## src/include/rfl_pkg.sv

```systemverilog
// Purpose: constants, types and helpers shared by the reflectometry capture unit
// Assumes: apb slave with 32-bit data, 100 MHz pclk, one line sample per clock
// Notes: register indices are word indices; byte address is four times the index
package rfl_pkg;

  localparam int ADDR_W = 8;
  localparam int DATA_W = 32;
  localparam int SAMPLE_W = 6;
  localparam int TIME_W = 8;
  localparam int WIDTH_W = 3;

  // printed register indices and derived byte addresses
  localparam logic [ADDR_W-1:0] IDX_CONTROL = 8'h16;
  localparam logic [ADDR_W-1:0] IDX_WINDOW = 8'h17;
  localparam logic [ADDR_W-1:0] IDX_PEAK = 8'h18;
  localparam logic [ADDR_W-1:0] ADDR_CONTROL = {IDX_CONTROL[5:0], 2'b00};
  localparam logic [ADDR_W-1:0] ADDR_WINDOW = {IDX_WINDOW[5:0], 2'b00};
  localparam logic [ADDR_W-1:0] ADDR_PEAK = {IDX_PEAK[5:0], 2'b00};

  // control field positions
  localparam int CTL_ENABLE_BIT = 15;
  localparam int CTL_FAST_BIT = 14;
  localparam int CTL_TXPAIR_BIT = 13;
  localparam int CTL_RXPAIR_BIT = 12;
  localparam int CTL_SEND_BIT = 11;
  localparam int CTL_WIDTH_LSB = 8;
  localparam int CTL_MIN_BIT = 7;
  localparam int CTL_RSVD_BIT = 6;
  localparam int CTL_THR_LSB = 0;
  localparam int WIN_START_LSB = 8;
  localparam int WIN_STOP_LSB = 0;
  localparam int PEAK_VALUE_LSB = 8;
  localparam int PEAK_TIME_LSB = 0;

  // reset values
  localparam logic [SAMPLE_W-1:0] THRESHOLD_RST = 6'h20;
  localparam logic [SAMPLE_W-1:0] SAMPLE_ZERO = 6'h20;
  localparam logic [WIDTH_W-1:0] WIDTH_RST = 3'h0;
  localparam logic [TIME_W-1:0] WINDOW_RST = 8'h00;

  // timing
  localparam int CLK_PERIOD_NS = 10;
  localparam int FAST_STEP_NS = 8;
  localparam int SLOW_STEP_NS = 50;
  localparam int SLOW_MAX_STEPS = 2;
  localparam int FAST_STEP_CYC = ((FAST_STEP_NS + CLK_PERIOD_NS - 1) / CLK_PERIOD_NS) < 1 ? 1 :
                                 ((FAST_STEP_NS + CLK_PERIOD_NS - 1) / CLK_PERIOD_NS);
  localparam int SLOW_STEP_CYC = ((SLOW_STEP_NS + CLK_PERIOD_NS - 1) / CLK_PERIOD_NS) < 1 ? 1 :
                                 ((SLOW_STEP_NS + CLK_PERIOD_NS - 1) / CLK_PERIOD_NS);
  localparam int PULSE_CNT_W = 8;

  typedef enum logic [1:0] {RFL_IDLE, RFL_RUN, RFL_DRAIN} rfl_state_t;

  // true when a beats b in the selected peak direction
  function automatic logic rfl_beyond(input logic [SAMPLE_W-1:0] a, input logic [SAMPLE_W-1:0] b,
                                      input logic min_mode);
    rfl_beyond = min_mode ? (a < b) : (a > b);
  endfunction

  // pulse length in clocks for a width field and transmitter choice
  function automatic logic [PULSE_CNT_W-1:0] rfl_pulse_cycles(input logic [WIDTH_W-1:0] w,
                                                              input logic fast);
    int unsigned steps;
    steps = 0;
    if (fast)
      steps = w * FAST_STEP_CYC;
    else if (w != '0)
      steps = (w >= SLOW_MAX_STEPS ? SLOW_MAX_STEPS : 1) * SLOW_STEP_CYC;
    rfl_pulse_cycles = PULSE_CNT_W'(steps);
  endfunction

endpackage

```

## src/design/rfl_capture.sv

```systemverilog
// Purpose: apb-controlled cable reflectometry pulse and peak capture
// Assumes: line_sample is an asynchronous six-bit offset-coded converter output
// Notes: one window step is FAST_STEP_CYC clocks; read data is taken in the setup cycle
//
// Chosen here: the APB register port.
`timescale 1ns/10ps
`default_nettype none
module rfl_capture
#(
  parameter int SAMPLE_W = rfl_pkg::SAMPLE_W,
  parameter int TIME_W = rfl_pkg::TIME_W
)
(
  input wire logic pclk,
  input wire logic presetn,
  input wire logic [rfl_pkg::ADDR_W-1:0] paddr,
  input wire logic psel,
  input wire logic penable,
  input wire logic pwrite,
  input wire logic [rfl_pkg::DATA_W-1:0] pwdata,
  output logic [rfl_pkg::DATA_W-1:0] prdata,
  output logic pready,
  output logic pslverr,
  input wire logic [SAMPLE_W-1:0] line_sample,
  output logic pulse_pos,
  output logic pulse_neg,
  output logic tx_pair_sel,
  output logic rx_pair_sel,
  output logic reflect_mode_enable,
  output logic fast_transmitter_select,
  output logic capture_busy
);
  import rfl_pkg::*;

  logic pready_q;
  logic pslverr_q;
  logic [DATA_W-1:0] prdata_q;
  logic enable_q;
  logic fast_q;
  logic txpair_q;
  logic rxpair_q;
  logic [WIDTH_W-1:0] width_q;
  logic min_q;
  logic rsvd_q;
  logic [SAMPLE_W-1:0] thr_q;
  logic [TIME_W-1:0] start_q;
  logic [TIME_W-1:0] stop_q;
  rfl_state_t state_q;
  logic [PULSE_CNT_W-1:0] pulse_left_q;
  logic [TIME_W-1:0] time_q;
  logic [$clog2(FAST_STEP_CYC+1)-1:0] presc_q;
  logic alt_q;
  logic neg_now_q;
  logic pulse_pos_q;
  logic pulse_neg_q;
  logic busy_q;
  logic [SAMPLE_W-1:0] s1_q;
  logic [SAMPLE_W-1:0] s2_q;
  logic [SAMPLE_W-1:0] s3_q;
  logic [SAMPLE_W-1:0] samp_q;
  logic [SAMPLE_W-1:0] peak_q;
  logic [TIME_W-1:0] ptime_q;
  logic access;
  logic wr_ctl;
  logic wr_win;
  logic launch;
  logic tick;
  logic in_win;
  logic cap_clear;
  logic win_end;
  logic [SAMPLE_W-1:0] clr_thr;

  ////////////////////////////////////////////////////////////////////////
  // apb slave: no wait state, read data and error decided in setup
  assign access = psel & penable & pready_q;
  assign wr_ctl = access & pwrite & ~pslverr_q & (paddr == ADDR_CONTROL);
  assign wr_win = access & pwrite & ~pslverr_q & (paddr == ADDR_WINDOW);

  function automatic logic addr_hit(input logic [ADDR_W-1:0] a);
    addr_hit = (a == ADDR_CONTROL) || (a == ADDR_WINDOW) || (a == ADDR_PEAK);
  endfunction

  function automatic logic [DATA_W-1:0] read_mux(input logic [ADDR_W-1:0] a);
    read_mux = '0;
    if (a == ADDR_CONTROL)
    begin
      read_mux[CTL_ENABLE_BIT] = enable_q;
      read_mux[CTL_FAST_BIT] = fast_q;
      read_mux[CTL_TXPAIR_BIT] = txpair_q;
      read_mux[CTL_RXPAIR_BIT] = rxpair_q;
      read_mux[CTL_SEND_BIT] = busy_q;
      read_mux[CTL_WIDTH_LSB +: WIDTH_W] = width_q;
      read_mux[CTL_MIN_BIT] = min_q;
      read_mux[CTL_RSVD_BIT] = rsvd_q;
      read_mux[CTL_THR_LSB +: SAMPLE_W] = thr_q;
    end
    else if (a == ADDR_WINDOW)
    begin
      read_mux[WIN_START_LSB +: TIME_W] = start_q;
      read_mux[WIN_STOP_LSB +: TIME_W] = stop_q;
    end
    else if (a == ADDR_PEAK)
    begin
      read_mux[PEAK_VALUE_LSB +: SAMPLE_W] = peak_q;
      read_mux[PEAK_TIME_LSB +: TIME_W] = ptime_q;
    end
  endfunction

  // bus answer registers
  always_ff @(posedge pclk or negedge presetn)
  begin
    if (!presetn)
    begin
      pready_q <= 1'b0;
      pslverr_q <= 1'b0;
      prdata_q <= '0;
    end
    else
    begin
      pready_q <= psel & ~penable;
      if (psel && !penable)
      begin
        pslverr_q <= ~addr_hit(paddr);
        prdata_q <= pwrite ? '0 : read_mux(paddr);
      end
    end
  end

  ////////////////////////////////////////////////////////////////////////
  // control and window registers; peak register has no write path
  always_ff @(posedge pclk or negedge presetn)
  begin
    if (!presetn)
    begin
      enable_q <= 1'b0;
      fast_q <= 1'b0;
      txpair_q <= 1'b0;
      rxpair_q <= 1'b0;
      width_q <= WIDTH_RST;
      min_q <= 1'b0;
      rsvd_q <= 1'b0;
      thr_q <= THRESHOLD_RST;
    end
    else if (wr_ctl)
    begin
      enable_q <= pwdata[CTL_ENABLE_BIT];
      fast_q <= pwdata[CTL_FAST_BIT];
      txpair_q <= pwdata[CTL_TXPAIR_BIT];
      rxpair_q <= pwdata[CTL_RXPAIR_BIT];
      width_q <= pwdata[CTL_WIDTH_LSB +: WIDTH_W];
      min_q <= pwdata[CTL_MIN_BIT];
      rsvd_q <= pwdata[CTL_RSVD_BIT];
      thr_q <= pwdata[CTL_THR_LSB +: SAMPLE_W];
    end
  end

  always_ff @(posedge pclk or negedge presetn)
  begin
    if (!presetn)
    begin
      start_q <= WINDOW_RST;
      stop_q <= WINDOW_RST;
    end
    else if (wr_win)
    begin
      start_q <= pwdata[WIN_START_LSB +: TIME_W];
      stop_q <= pwdata[WIN_STOP_LSB +: TIME_W];
    end
  end

  ////////////////////////////////////////////////////////////////////////
  // line sample synchroniser: accept only when stages two and three agree
  always_ff @(posedge pclk or negedge presetn)
  begin
    if (!presetn)
    begin
      s1_q <= SAMPLE_ZERO;
      s2_q <= SAMPLE_ZERO;
      s3_q <= SAMPLE_ZERO;
      samp_q <= SAMPLE_ZERO;
    end
    else
    begin
      s1_q <= line_sample;
      s2_q <= s1_q;
      s3_q <= s2_q;
      if (s2_q == s3_q)
        samp_q <= s3_q;
    end
  end

  ////////////////////////////////////////////////////////////////////////
  // capture sequencer; a request while busy is dropped, not queued
  assign launch = wr_ctl & pwdata[CTL_SEND_BIT] & (state_q == RFL_IDLE);
  assign tick = (state_q == RFL_RUN) && (presc_q == ($bits(presc_q))'(FAST_STEP_CYC - 1));
  assign win_end = tick && (time_q == stop_q);
  assign in_win = tick && (time_q >= start_q) && (time_q <= stop_q);
  assign cap_clear = launch;
  // the request write also loads a new threshold; seed the peak with that one, not the stale register
  assign clr_thr = launch ? pwdata[CTL_THR_LSB +: SAMPLE_W] : thr_q;

  always_ff @(posedge pclk or negedge presetn)
  begin
    if (!presetn)
      state_q <= RFL_IDLE;
    else
    begin
      case (state_q)
        RFL_IDLE:
          if (launch)
            state_q <= RFL_RUN;
        RFL_RUN:
          if (win_end)
            state_q <= RFL_DRAIN;
        RFL_DRAIN:
          // a pulse longer than the window finishes before the bit clears
          if (pulse_left_q == '0)
            state_q <= RFL_IDLE;
        default:
          state_q <= RFL_IDLE;
      endcase
    end
  end

  // window time base in FAST_STEP_CYC-clock units, one 10 ns clock each
  always_ff @(posedge pclk or negedge presetn)
  begin
    if (!presetn)
    begin
      presc_q <= '0;
      time_q <= '0;
    end
    else if (launch)
    begin
      presc_q <= '0;
      time_q <= '0;
    end
    else if (state_q == RFL_RUN)
    begin
      if (tick)
      begin
        presc_q <= '0;
        if (!win_end)
          time_q <= time_q + 1'b1;
      end
      else
        presc_q <= presc_q + 1'b1;
    end
  end

  // pulse length and polarity; zero width still runs the window
  always_ff @(posedge pclk or negedge presetn)
  begin
    if (!presetn)
    begin
      pulse_left_q <= '0;
      alt_q <= 1'b0;
      neg_now_q <= 1'b0;
    end
    else if (launch)
    begin
      pulse_left_q <= rfl_pulse_cycles(pwdata[CTL_WIDTH_LSB +: WIDTH_W], pwdata[CTL_FAST_BIT]);
      neg_now_q <= pwdata[CTL_FAST_BIT] & alt_q;
      if (pwdata[CTL_FAST_BIT])
        alt_q <= ~alt_q;
    end
    else if (pulse_left_q != '0)
      pulse_left_q <= pulse_left_q - 1'b1;
  end

  // registered line-side outputs
  always_ff @(posedge pclk or negedge presetn)
  begin
    if (!presetn)
    begin
      pulse_pos_q <= 1'b0;
      pulse_neg_q <= 1'b0;
      busy_q <= 1'b0;
    end
    else
    begin
      pulse_pos_q <= (pulse_left_q != '0) & ~neg_now_q;
      pulse_neg_q <= (pulse_left_q != '0) & neg_now_q;
      busy_q <= launch | ((state_q != RFL_IDLE) &
                !((state_q == RFL_DRAIN) && (pulse_left_q == '0)));
    end
  end

  ////////////////////////////////////////////////////////////////////////
  // peak tracker
  rfl_peak_track #(
    .SW(SAMPLE_W),
    .TW(TIME_W)
  ) u_peak (
    .clk(pclk),
    .rst_n(presetn),
    .clear(cap_clear),
    .threshold(clr_thr),
    .min_mode(min_q),
    .in_window(in_win),
    .sample(samp_q),
    .sample_time(time_q),
    .peak_q(peak_q),
    .time_q(ptime_q)
  );

  assign prdata = prdata_q;
  assign pready = pready_q;
  assign pslverr = pslverr_q;
  assign pulse_pos = pulse_pos_q;
  assign pulse_neg = pulse_neg_q;
  assign tx_pair_sel = txpair_q;
  assign rx_pair_sel = rxpair_q;
  assign reflect_mode_enable = enable_q;
  assign fast_transmitter_select = fast_q;
  assign capture_busy = busy_q;

  ////////////////////////////////////////////////////////////////////////
  // checks
  logic [PULSE_CNT_W-1:0] exp_len_q;
  logic [PULSE_CNT_W-1:0] run_len_q;
  logic pulse_any;
  assign pulse_any = pulse_pos_q | pulse_neg_q;

  // helper: expected and measured pulse length
  always_ff @(posedge pclk or negedge presetn)
  begin
    if (!presetn)
    begin
      exp_len_q <= '0;
      run_len_q <= '0;
    end
    else
    begin
      if (launch)
        exp_len_q <= rfl_pulse_cycles(pwdata[CTL_WIDTH_LSB +: WIDTH_W], pwdata[CTL_FAST_BIT]);
      run_len_q <= pulse_any ? run_len_q + 1'b1 : '0;
    end
  end
endmodule // rfl_capture
`default_nettype wire

```

## src/design/rfl_peak_track.sv

```systemverilog
// Purpose: peak value and first-occurrence time tracker
// Assumes: clear arrives before the first windowed sample of a capture
// Notes: starts from the threshold so only beyond-threshold samples register
`timescale 1ns/10ps
`default_nettype none
module rfl_peak_track
  import rfl_pkg::*;
#(
  parameter int SW = rfl_pkg::SAMPLE_W,
  parameter int TW = rfl_pkg::TIME_W
)
(
  input wire logic clk,
  input wire logic rst_n,
  input wire logic clear,
  input wire logic [SW-1:0] threshold,
  input wire logic min_mode,
  input wire logic in_window,
  input wire logic [SW-1:0] sample,
  input wire logic [TW-1:0] sample_time,
  output logic [SW-1:0] peak_q,
  output logic [TW-1:0] time_q
);

  ////////////////////////////////////////////////////////////////////////
  // strict compare keeps the earliest time on ties
  always_ff @(posedge clk or negedge rst_n)
  begin
    if (!rst_n)
    begin
      peak_q <= '0;
      time_q <= '0;
    end
    else if (clear)
    begin
      peak_q <= threshold;
      time_q <= '0;
    end
    else if (in_window && rfl_beyond(sample, peak_q, min_mode))
    begin
      peak_q <= sample;
      time_q <= sample_time;
    end
  end

endmodule // rfl_peak_track
`default_nettype wire

```

## config.mk

```make
export PLATFORM = sky130hd
export DESIGN_NAME = rfl_capture
export DESIGN_NICKNAME = d
export VERILOG_FILES = /design/src/include/rfl_pkg.sv /design/src/design/rfl_capture.sv /design/src/design/rfl_peak_track.sv
export SDC_FILE = /design/constraint.sdc
export NUM_CORES = 1
export LEC_CHECK = 0
export BUFFER_PORTS_ARGS = -buffer_cell sky130_fd_sc_hd__buf_2
export CORE_MARGIN = 2
export CORE_UTILIZATION = 45
export DETAILED_ROUTE_END_ITERATION = 10
export PLACE_DENSITY_LB_ADDON = 0.2
export SLEW_MARGIN = 20
export SYNTH_ARGS = -nofsm -noshare
export SYNTH_HDL_FRONTEND = slang
export SYNTH_HIERARCHICAL = 1
export SYNTH_SLANG_ARGS = --single-unit
```

## constraint.sdc

```tcl
create_clock -name pclk -period 2.5 [get_ports pclk]
set_input_delay 0.5 -clock pclk [delete_from_list [all_inputs] [get_ports pclk]]
set_output_delay 0.5 -clock pclk [all_outputs]
set_load 0.01 [all_outputs]
```

# Yosys cells after proc, flatten, opt, wreduce, memory -nomap -nowiden
# Index checks and enable logic that the tools add are counted.
totals:
  reg_bits: 127
  latchBits: 0
  ram_bits: 0
  rom_bits: 0
  input_bits: 51
  word_cells: 117
  mem_count: 0
classes:
  add_sub_neg: 3
  multipliers: 1
  n_div: 0
  n_lt_le_gt_ge: 5
  n_eq_ne: 11
  shift: 0
  muxes: 26
  n_bitwise: 20
  reduce_logical: 23
ops:
  columns: ["operator", "n"]
  rows:
  - ["$mux 8", 9]
  - ["$mux 16", 2]
  - ["$mux 14", 2]
  - ["$eq 8x7->1 const B", 3]
  - ["$and 1x1->1", 13]
  - ["$mux 6", 2]
  - ["$mux 2", 5]
  - ["$reduce_bool 2->1", 5]
  - ["$add 8x1->8 const B", 1]
  - ["$eq 8x8->1", 1]
  - ["$ge 8x8->1", 1]
  - ["$le 8x8->1", 1]
  - ["$logic_not 8->1", 1]
  - ["$reduce_bool 8->1", 1]
  - ["$sub 8x1->8 const B", 1]
  - ["$logic_and 1x1->1", 7]
  - ["$eq 6x6->1", 1]
  - ["$gt 6x6->1", 1]
  - ["$lt 6x6->1", 1]
  - ["$ne 2x2->1 const B", 3]
  - ["$not 1->1", 6]
  - ["$pmux 2 s3", 1]
  - ["$reduce_and 3->1", 2]
  - ["$mul 2x3->5 const B", 1]
  - ["13 further kinds", 18]

# Depth between registers and ports, before layout
# Gate-level depths: netlist of the first run.
logic_depth:
  depth_word: 9
  mapped_depth: 11
  mapped_depth_nobuf: 11

# Modules after synthesis
# The synthesis of the first run kept the hierarchy.
modules_own_cells:
  columns: ["module", "n_inst", "cells_per_inst", "area_per_inst_um2"]
  rows:
  - ["rfl_capture", 1, 385, 4655.7]
  - ["rfl_peak_track", 1, 97, 1002.2]

# Worst setup path before layout of the first run
# Ideal clock, no wire load.
synth_path:
  path_kind: "register -> register"
  start: "register time_q[5] (netlist name)"
  end: "register u_peak.peak_q[0]"
  arrival_ns: 2.445
  setup_slack_ns: -0.071
  path_stages_with_launch: 11
  period_less_slack_ns: 2.571
  cell_sequence: "dfrtp_1 -> ha_1 -> nand4_1 -> nor3_1 -> a31oi_1 -> a21oi_1 -> nor2b_1 -> o21ai_2 -> mux2_4 -> buf_6 -> a221o_1"
synth_rtl:
  columns: ["element", "line", "source"]
  rows:
  - ["to (signal assigned)", "rfl_peak_track.sv:36", "peak_q <= threshold;"]
  - ["to (signal assigned)", "rfl_peak_track.sv:41", "peak_q <= sample;"]
  - ["to (decl)", "rfl_peak_track.sv:21", "output logic [SW-1:0] peak_q,"]

==> results.md, run 1 <==
* Setup slack, reg-to-reg at ~0.018 ns
* Initial Util at 46.5%
* Final hold slack at ~0.037 ns
* Area occupied by multi-input gates at between 2000 and 3000 µm²
* Synth Register Bits at ~110
* Slew headroom at 66.1%
* Worst-Margin Slew at 0.496 ns
* CTS Buf Count at 9
* Global-route wire length before repair at 20700 µm
* 1st-pass router iterations at 4
* CTS clk-pin slew, worst paths at ~0.080 ns
* Startpoint type of the worst setup path: flop
* Layout cells sized above 1 at 31.9%
* Sequential share of the synthesized area at roughly 49%
* Area Growth Syn to Fin at 17.4%
* Outcome: complete, no violations
* Number of synthesized flops with an enable pin at 0
* Core area at 12200 µm²
* Initial detailed-routing violation count at 156
* Setup slack after layout at 0.0182 ns
* Via density at 5.35
* Lkg Pwr at 0.00338 µW
* Main area contributors after synthesis: dfrtp_1 47%, mux2_2 8.4%, ha_1 5.5%, mux2i_1 4.4%, a221o_1 2.7%
* Post-Route WL at roughly 13000 µm
* Sum Neg Setup Slack at 0 ns
* Sequential cell area at 2780 µm²
* FFs w/ async S/R, synth at 100%
* Port Buffers at 59
* Max Slew Vio Count at 0
* Yosys top cell by area: dfrtp_1
* H-tree depth at 3
* Crit path capture type: flop
* Total GRT Usage at 20.3%
* Critical Path AT at 2.77 ns
* Post-DR wirelength/cell at between 15 and 20 µm
* CTS tree: built
* DP Worst Slack at 0.0152 ns
* Routed Antenna Nets at 0
* Clock sinks at 111
* CTS root buffer: clkbuf_16
* Die height at 116 µm
* PwrDens at 535 nW/µm²
* Nets at 641
* Worst-skew pair later-pin latency at around 0.35 ns
* Post-synthesis cell count at 482
* Post-Layout Cell Count at approximately 740
* Hold_buf cts at 0
* Synth top area share at 46.9%
* FP Rows at 40
* Min Tclk post-route at approximately 2.5 ns
* Die width at 116 µm
* Initial antenna violation count at 0
* Final Setup Violations at 0
* Ports at 92
* Worst path required time at between 2 and 3 ns
* Post-synth top flop: dfrtp_1
* Hold Violations, Final at 0
* Max Buffers Root-to-Sink at 2
* DRC at 0
* Max Fclk at 0.403 GHz
* DR vias at 3950
* Mapped Area at 5660 µm²
* DP Cell Count at 721
* Max IR drop VDD at 0.477 mV
* DIE AREA at 13500 µm²
* Critical path peak fanout at 5
* Largest net degree at the start of global routing at 70
* Overflow after GRT at 0
* HPWL Detailed at 9270 µm
* Max cap viols at 0
* Vias in the first global route at 3974
* Reg2reg path depth at 12
* Most common cell in the synthesized netlist: dfrtp_1
* Worst min-delay path class: input port to async pin
* Syn avg cell area at 11.7 µm²
* Library cells used by synthesis at 57
* Fillers at between 1000 and 1500
* Ant diodes at 0
* RD Place Congestion at between 0.8 and 0.9
* RSZ-0062 raised after global routing: yes
* Ys Warns at 6
* Skew final at 0.00773 ns
* Tcrit/Tclk final at 99.3%
* Setup Crit Path Kind: flop to flop
* Most instantiated cells after synthesis: 106 x dfrtp_1, 42 x mux2_2, 28 x inv_1, 25 x ha_1, 25 x mux2i_1
power breakdown:
group	switching (µW)	total (µW)	internal, µW
Clock	719	1430	711
Combinational	130	223	92.9
Sequential	49.0	1900	1850
metrics by stage:
stage	total power (µW)	util, %	area (µm²)
6_report	3550	54.6	6640
5_1_grt	3720	54.6	6640
4_1_cts	3610	54.2	6600
3_5_place_dp	2160	51.8	6300
3_3_place_gp	2150	51.8	6300
2_1_floorplan	2060	-	5740
routing by layer:
metal	wire length, µm	part of all wire (%)	track usage, %	vias up
met3	523	4.2	4.10	17
met1	5930	47	27.4	1956
met5	0	0	0	-
met4	293	2.3	6.98	0
met2	5850	46	32.7	98
li1	-	-	-	1879
cell families after synthesis:
family                     Yosys count  share of synthesized area [%]
DFF                                111                           49.2
adders and majority gates           25                           5.53
and+or+nand+nor                    106                           11.2
other                                1                         0.0663
AOI/OAI and AO/OA                   87                           11.3
xor gates and xnor gates            17                           2.63
muxes                               72                           14.1
buffers and inverters               63                           5.93
state kept, by name, summed over array words and instances, names as in the netlist, 8 cells and up:
| register | flops |
|---|---|
| prdata | 16 |
| u_peak/time_q | 8 |
| time_q | 8 |
| pulse_left_q | 8 |
| start_q | 8 |
| stop_q | 8 |
worst max-delay path, stage by stage, from the launching register on:
cell     delay, ns
dfrtp_1       0.41
inv_1         0.14
ha_1          0.31
nand4_1       0.13
nor3_2        0.21
a31oi_1       0.08
a21oi_2       0.19
nor2b_4       0.18
o21ai_4       0.10
buf_12        0.14
mux2i_1       0.10
mux2_4        0.28
o21ai_2       0.12
final timing paths:
| path | from | endpoint |
|---|---|---|
| setup / recovery | time_q[0]$_DFFE_PN0P_ | u_peak/peak_q[5]$_DFFE_PN0P_ |
| hold / removal | presetn | s3_q[4]$_DFF_PN0_ |
| setup reg to reg | time_q[0]$_DFFE_PN0P_ | u_peak/peak_q[5]$_DFFE_PN0P_ |
| hold reg to reg | s1_q[4]$_DFF_PN0_ | s2_q[4]$_DFF_PN0_ |
| max in group asynchronous | presetn | prdata[0]$_DFFE_PN0P_ |
| min in group pclk | line_sample[5] | s1_q[5]$_DFF_PN1_ |
cell type report:
type / count / area share (%)
clock buffer: 9 / 3.39
clock inverter: 7 / 1.05
inverter: 29 / 1.64
multi-input combinational: 323 / 40.2
sequential: 111 / 41.9
tap: 168 / 3.16
timing repair buffer: 91 / 8.66
what timing repair did:
item	in CTS	in global routing
endpoints found under the setup margin	2	13
buffers inserted	0	1
gates cloned	0	0
pin swaps	2	4
gates resized for setup	2	9
layout by cell type, fill, tap and decap left out, drive strengths merged, types with 3 or more instances in the layout:
cell type  count
dfrtp        106
buf           91
mux2          47
inv           34
mux2i         25
ha            25
o21ai         23
nand2         22
nand2b        20
nor2          16
conb          16
a221o         15
a22o          14
a21oi         12
xor2           9
clkbuf         9
nand4          9
xnor2          8
nor3           7
o211ai         5
dfstp          5
nor2b          5
and2           3
nand3          3
a31oi          3
or3            3
nor4           3
nor3b          3
and3           3
a211oi         3
(Power assumes the default switching activity.)
==> inputs of run 2 (changes only) <==
Settings changed: CORE_ASPECT_RATIO set to 0.7, CTS_CLUSTER_SIZE set to 8, SYNTH_HIERARCHICAL 1 to not set.
==> run 2 against run 1 <==
  * The run now ends with setup timing left
  * Global-route usage down 0.84 points
  * Register-to-register slack got worse by 0.11 ns
  * Critical endpoint is now u_peak.time_q[1]$_DFFE_PN0P_
  * Maximum frequency decreased by 4.1%
  * Sequential cell count stayed put
  * Die area down 7.8%
  * Via count shrank 3.9%
  * Combinational power up 22%
  * Non-clock buffer count increased by 7
  * Highest routed layer unchanged
==> results.md, run 2 <==
* Post-synth top flop: dfrtp_1
* Post-synthesis cell count at 471 (-2.3%)
* Final Setup Violations at 11 (+11)
* Port Buffers at 59 (unchanged)
* Post-DR wirelength/cell at 16.1 µm (-5.9%)
* Worst-skew pair later-pin latency at 0.35 ns (about the same)
* Failing checks: setup timing
* Core area at 11100 µm² (-8.5%)
* Worst path buffer plus inverter count at 1 (-1)
* Layout cells sized above 1 at 29.6% (-2.4 points)
* Ant diodes at 0 (unchanged)
* Startpoint type of the worst setup path: flop
* FP Rows at 32 (-20%)
* CTS root buffer: clkbuf_16
* Max Fclk at 0.386 GHz (-4.1%)
* Post-Route WL at 11500 µm (-8.4%)
* Critical Path AT at 2.82 ns (+0.05 ns)
* FFs w/ async S/R, synth at 100% (unchanged)
* CP cell instances: ha_4 > and4_4 > o21a_1 > or4b_4 > a2111oi_4 > buf_6 > mux2i_1 > nor2_2
* DR vias at 3796 (-3.9%)
* Die height at 93.9 µm (-19%)
* Worst path max stage delay at 0.57 ns (+0.16 ns)
* CTS tree: built
* Yosys top cell by area: dfrtp_1
* Setup Crit Path Kind: flop to flop
* Main area contributors after synthesis: dfrtp_1 51%, ha_1 6.0%, mux2_2 4.8%, o21ai_0 3.9%, nand2_1 3.7%
* Skew final at 0.0113 ns (+0.00358 ns)
* DP Cell Count at 699 (-3.1%)
* Commonest non-fill, non-tap cell in the layout: dfrtp_1
* Worst path required time at 2.73 ns (-0.06 ns)
* Max cap viols at 0 (unchanged)
* Sequential share of the synthesized area at 53.6% (+4.4 points)
* Hold Violations, Final at 0 (unchanged)
* Outcome: complete, but fails checks
* Fillers at 984 (-9.0%)
* Mapped Area at 5200 µm² (-8.1%)
* Largest register FFs at 16 (unchanged)
* Critical R2R Launch: samp_q[5]$_DFFE_PN1N_
* Total GRT Usage at 19.4% (-0.84 points)
* DP Worst Slack at -0.0621 ns (-0.0773 ns)
* Sequential cell area at 2780 µm² (unchanged)
* Area occupied by multi-input gates at 2210 µm² (-17%)
* Library cells used by synthesis at 50 (-12%)
* Post-Layout Cell Count at 718 (-2.7%)
* DIE AREA at 12400 µm² (-7.8%)
* Crit path launch: samp_q[5]$_DFFE_PN1N_
* Worst min-delay path class: input port to async pin
* RD Place Congestion at 0.824 (-2.3%)
* Setup slack after layout at -0.0879 ns (-0.106 ns)
* Area Growth Syn to Fin at 19.5%
* CTS Buf Count at 9 (unchanged)
* Largest net degree at the start of global routing at 61 (-13%)
* Sum Neg Setup Slack at -0.753 ns (-0.753 ns)
* Lkg Pwr at 0.00299 µW (-12%)
* RSZ-0062 raised after global routing: yes
* HPWL Detailed at 8360 µm (-9.8%)
* Via density at 5.29 (-1.2%)
* CTS clk-pin slew, worst paths at 0.07 ns (about the same)
* Power, Total at 3560 µW (about the same)
* Max Slew Vio Count at 0 (unchanged)
* Synth top area share at 51.0% (+4.2 points)
* Initial Util at 46.7% (+0.17 points)
* Post-layout util at 55.8% (+1.1 points)
* Ys Warns at 0 (-6)
* Crit path capture type: flop
* WL met1 at 5830 µm (-1.6%)
* Global-route wire length before repair at 18700 µm (-9.5%)
* Initial detailed-routing violation count at 346 (+120%)
* Min Tclk post-route at 2.59 ns (+0.106 ns)
* Most instantiated cells after synthesis: 106 x dfrtp_1, 51 x nand2_1, 41 x o21ai_0, 26 x inv_1, 25 x ha_1
* Synth Register Bits at 111 (unchanged)
* Routed wire length on met2 at 4870 µm (-17%)
* Hold_buf cts at 0 (unchanged)
* Clock sinks at 111 (unchanged)
* Number of synthesized flops with an enable pin at 0 (unchanged)
* Critical path peak fanout at 8 (+3)
* Routed met3 length at 713 µm (+36%)
* Routed Antenna Nets at 0 (unchanged)
* Most common cell in the synthesized netlist: dfrtp_1
* Syn avg cell area at 11.0 µm² (-6.0%)
* Worst-Margin Slew at 0.683 ns (+0.187 ns)
* Max IR drop VDD at 0.309 mV (-35%)
* Tcrit/Tclk final at 104% (+4.2 points)
* Uppermost layer routed: met4
* Delay-heaviest family, CP: simple AND/OR/NAND/NOR gates
* Most frequent cells in the layout: 106 x dfrtp_1, 58 x buf_2, 51 x nand2_1
* 1st-pass router iterations at 5 (+1)
* PwrDens at 573 nW/µm² (+7.1%)
* Ports at 92 (unchanged)
* Die width at 132 µm (+14%)
* H-tree depth at 3 (unchanged)
* Nets at 636 (-0.78%)
* DRC at 0 (unchanged)
* Initial antenna violation count at 0 (unchanged)
* Slowest CP cell: dfstp_2
* Max Buffers Root-to-Sink at 2 (unchanged)
* Overflow after GRT at 0 (unchanged)
* Vias in the first global route at 3624 (-8.8%)
* Slew headroom at 54.5% (-12 points)
[run 2: path summary, 6_finish.rpt]
check                                                    end  slack, ns  depth (start not counted)
min in group pclk                          s1_q[5]$_DFF_PN1_       0.25                          1
worst max-delay path            u_peak.time_q[1]$_DFFE_PN0P_      -0.09                          8
worst max register to register  u_peak.time_q[1]$_DFFE_PN0P_      -0.09                          8
worst min-delay path                   prdata[9]$_DFFE_PN0P_       0.10                          1
max in group asynchronous                  s1_q[5]$_DFF_PN1_       1.71                          2
worst min register to register             s2_q[4]$_DFF_PN0_       0.35                          0
[run 2: cell type report]
type	instances	share of cell area (%)
flip-flops and latches	111	44.8
multi-input cells	314	35.7
repair buffers	98	10.2
clock buffers	13	4.19
well taps	153	3.08
inverters	26	1.57
clock inverters	3	0.423
[run 2: report_power, final]
group	leakage (µW)	internal, µW	switching [µW]
combinational	0.00154	133	138
sequential	0.00132	1850	41.2
clock	0.000134	740	651
[run 2: per-stage QoR]
step,hold slack (ns),area [µm²]
finish,0.103,6210
global placement,0.333,5860
global route,0.139,6210
floorplan,0.204,5270
CTS,0.118,6160
detailed placement,0.341,5860
[run 2: per-layer routing]
layer	track usage (%)	vias to the layer above
li1	-	1807
met1	28.6	1871
met2	29.0	106
met3	5.12	12
met4	3.85	0
met5	0	-
[run 2: kinds of logic (layout without fill, tap and decap cells)]
| family | count (synthesis) | count (layout) | share of synthesized area (%) |
|---|---|---|---|
| AOI/OAI and AO/OA | 93 | 93 | 11.9 |
| xor gates and xnor gates | 18 | 18 | 3.03 |
| adders and majority gates | 25 | 25 | 6.02 |
| buffers and inverters | 61 | 140 | 5.97 |
| DFF | 111 | 111 | 53.6 |
| muxes | 34 | 34 | 7.08 |
| other | 1 | 16 | 0.0722 |
| and+or+nand+nor | 128 | 128 | 12.3 |
[run 2: timing repair]
action | in CTS | in global routing
resized for setup | 2 | 9
endpoints found under the setup margin | 11 | 14
setup buffers | 1 | 2
pin swaps | 2 | 4
hold endpoints to repair | 0 | 0
==> inputs of run 3 (changes only) <==
Settings changed: CORE_UTILIZATION 45 to 50.
==> run 3 against run 2 <==
  * The flow still finishes with violations (setup timing)
  * Sequential share of layout area fell by 0.37 points
  * Cell area rose by 0.83%
  * Global-route usage rose by 2.4 points
  * Via count rose by 1.0%
  * Sequential cell count did not move
  * Combinational power barely moved
  * Critical path depth rose by 1
  * First-iteration DRC count rose by 0.29%
  * Register-to-register slack got worse by 0.08 ns
  * Clock power rose by 12%
  * Die area fell by 9.6%
  * Critical path type unchanged
==> results.md, run 3 (synthesis gave the netlist of run 2 again) <==
* Die height at 89.3 µm (-4.9%)
* Setup slack after layout at -0.169 ns (-0.0813 ns)
* H-tree depth at 3 (unchanged)
* CTS clk-pin slew, worst paths at 0.07 ns (about the same)
* Setup slack, reg-to-reg at -0.17 ns (-0.08 ns)
* Layout cells sized above 1 at 30.9% (+1.4 points)
* Routed Antenna Nets at 0 (unchanged)
* FP Rows at 31 (-3.1%)
* Outcome: complete, but fails checks
* Switch Pwr at 844 µW (+1.8%)
* Int Pwr at 2870 µW (+5.3%)
* Slew headroom at 59.8% (+5.4 points)
* Startpoint type of the worst setup path: flop
* RSZ-0062 raised after global routing: yes
* PwrDens at 594 nW/µm² (+3.6%)
* 1st-pass router iterations at 9 (+4)
* HPWL Detailed at 8400 µm (+0.49%)
* Critical path peak fanout at 8 (unchanged)
* Worst-skew pair later-pin latency at 0.35 ns (about the same)
* Post-Route WL at 11800 µm (+2.0%)
* Failing checks: setup timing
* Ports at 92 (unchanged)
* Nets at 637 (+0.16%)
* Crit path capture type: flop
* Area Growth Syn to Fin at 20.4%
* Area occupied by multi-input gates at 2250 µm² (+1.5%)
* Clock sinks at 111 (unchanged)
* Final Setup Violations at 12 (+1)
* Worst-Margin Slew at 0.602 ns (-0.0807 ns)
* Max cap viols at 0 (unchanged)
* Via density at 5.49 (+3.9%)
* Post-layout util at 61.1% (+5.4 points)
* Die width at 126 µm (-5.0%)
* Reg2reg path depth at 9 (+1)
* CTS Buf Count at 9 (unchanged)
* Setup Crit Path Kind: flop to flop
* Worst path buffer plus inverter count at 2 (+1)
* Min Tclk post-route at 2.67 ns (+0.0813 ns)
* RD Place Congestion at 0.824 (about the same)
* Global-route wire length before repair at 18800 µm (+0.19%)
* Critical Path AT at 2.90 ns (+0.08 ns)
* Initial detailed-routing violation count at 347 (+0.29%)
* Vias in the first global route at 3607 (-0.47%)
* Slowest CP cell: dfstp_2
* Total GRT Usage at 21.8% (+2.4 points)
* Max IR drop VDD at 0.341 mV (+10%)
* Core area at 10200 µm² (-8.0%)
* Port Buffers at 59 (unchanged)
* Max Buffers Root-to-Sink at 2 (unchanged)
* Initial Util at 50.8% (+4.1 points)
* Fin area at 6260 µm² (+0.83%)
* Tcrit/Tclk final at 107% (+3.3 points)
* Ant diodes at 0 (unchanged)
* DIE AREA at 11200 µm² (-9.6%)
* CP Depth at 9 (+1)
* Clk pwr share at 41.7% (+2.6 points)
* Worst min-delay path class: input port to async pin
* DRC at 0 (unchanged)
* Delay-heaviest family, CP: simple AND/OR/NAND/NOR gates
* CTS tree: built
* CTS root buffer: clkbuf_16
* Combinational group share of total power at 7.3% (-0.3 points)
* Post-Place Cell Area at 5810 µm² (-0.79%)
* Lkg Pwr at 0.00303 µW (+1.5%)
* Power, Total at 3720 µW (+4.5%)
* Overflow after GRT at 0 (unchanged)
* Max Fclk at 0.375 GHz (-3.0%)
* Reg power frac at 51.0% (-2.3 points)
* Sequential cell area at 2780 µm² (unchanged)
* Sum Neg Setup Slack at -1.14 ns (-0.384 ns)
* DR vias at 3834 (+1.0%)
* Largest net degree at the start of global routing at 38 (-38%)
* Post-DR wirelength/cell at 16.8 µm (+4.9%)
* Commonest non-fill, non-tap cell in the layout: dfrtp_1
* Worst path max stage delay at 0.56 ns (about the same)
* Skew final at 0.00726 ns (-0.00405 ns)
* Switching Fraction at 22.7% (-0.60 points)
* Critical R2R Launch: samp_q[5]$_DFFE_PN1N_
* Fillers at 837 (-15%)
* Largest register FFs at 16 (unchanged)
* Max Slew Vio Count at 0 (unchanged)
* Initial antenna violation count at 0 (unchanged)
* CP cell instances: ha_4 > and4_4 > o21a_1 > or4b_4 > a2111oi_4 > buf_4 > buf_12 > mux2i_2 > a21oi_1
* Hold_buf cts at 0 (unchanged)
* Most frequent cells in the layout: 106 x dfrtp_1, 58 x buf_2, 49 x nand2_1
* Worst path required time at 2.73 ns (about the same)
* Hold Violations, Final at 0 (unchanged)
* FF-to-FF End: u_peak.peak_q[0]$_DFFE_PN0P_
run 3: cell count changes in the layout (fill, tap and decap cells not counted), moves of 2 or more:
cell | previous run | this run
buf_4 | 35 | 37
bufinv_16 | 0 | 2
clkbuf_8 | 2 | 0
mux2i_1 | 11 | 9
nand2_1 | 51 | 49
nand2_2 | 0 | 2
o311ai_1 | 3 | 1
run 3: worst max path at each step:
stage / start / end
detailed placement: samp_q[4]$_DFFE_PN0N_ / u_peak.peak_q[0]$_DFFE_PN0P_
finish: samp_q[5]$_DFFE_PN1N_ / u_peak.peak_q[0]$_DFFE_PN0P_
global route: samp_q[5]$_DFFE_PN1N_ / u_peak.peak_q[0]$_DFFE_PN0P_
global placement: samp_q[5]$_DFFE_PN1N_ / u_peak.peak_q[4]$_DFFE_PN0P_
CTS: samp_q[5]$_DFFE_PN1N_ / u_peak.peak_q[0]$_DFFE_PN0P_
floorplan: samp_q[4]$_DFFE_PN0N_ / u_peak.time_q[0]$_DFFE_PN0P_
run 3: worst register-to-register path: stages (launching register included):
cell	delay (ns)
dfstp_2	0.56
ha_4	0.20
and4_4	0.14
o21a_1	0.12
or4b_4	0.50
a2111oi_4	0.34
buf_4	0.19
buf_12	0.15
mux2i_2	0.25
a21oi_1	0.09
run 3: repair_timing:
action | 4_1_cts | 5_1_grt
pin swaps | 0 | 8
setup endpoints to repair | 11 | 14
setup buffers | 1 | 3
gates resized for setup | 0 | 16
cloned | 0 | 1
run 3: cell type report:
| type | instances | area share, % |
|---|---|---|
| flip-flops and latches | 111 | 44.5 |
| multi-input cells | 314 | 35.9 |
| repair buffers | 99 | 10.3 |
| clock buffers | 10 | 3.66 |
| well taps | 132 | 2.64 |
| inverters | 26 | 1.56 |
| clock inverters | 6 | 1.48 |
run 3: per-layer routing:
metal / track usage [%] / share of wire, %
met2: 32.1 / 43
met5: 0 / 0
met1: 32.1 / 47
met3: 5.09 / 8.1
met4: 7.19 / 1.7
run 3: power groups by stage:
| stage | combinational, µW | clock, µW | sequential, µW |
|---|---|---|---|
| after global placement | 243 | 0 | 1920 |
| after global routing | 304 | 1650 | 1900 |
| after floorplan | 120 | 0 | 1920 |
| final | 270 | 1550 | 1900 |
| after detailed placement | 250 | 0 | 1920 |
| after CTS | 252 | 1590 | 1890 |
run 3: through the flow:
step / hold WS, ns / setup slack, ns / cells
3_5_place_dp: 0.338 / -0.0794 / 677
5_1_grt: 0.134 / -0.238 / 698
2_1_floorplan: 0.204 / -0.135 / 486
3_3_place_gp: 0.333 / -0.0186 / 677
4_1_cts: 0.108 / -0.0960 / 694
6_report: 0.0976 / -0.169 / 698
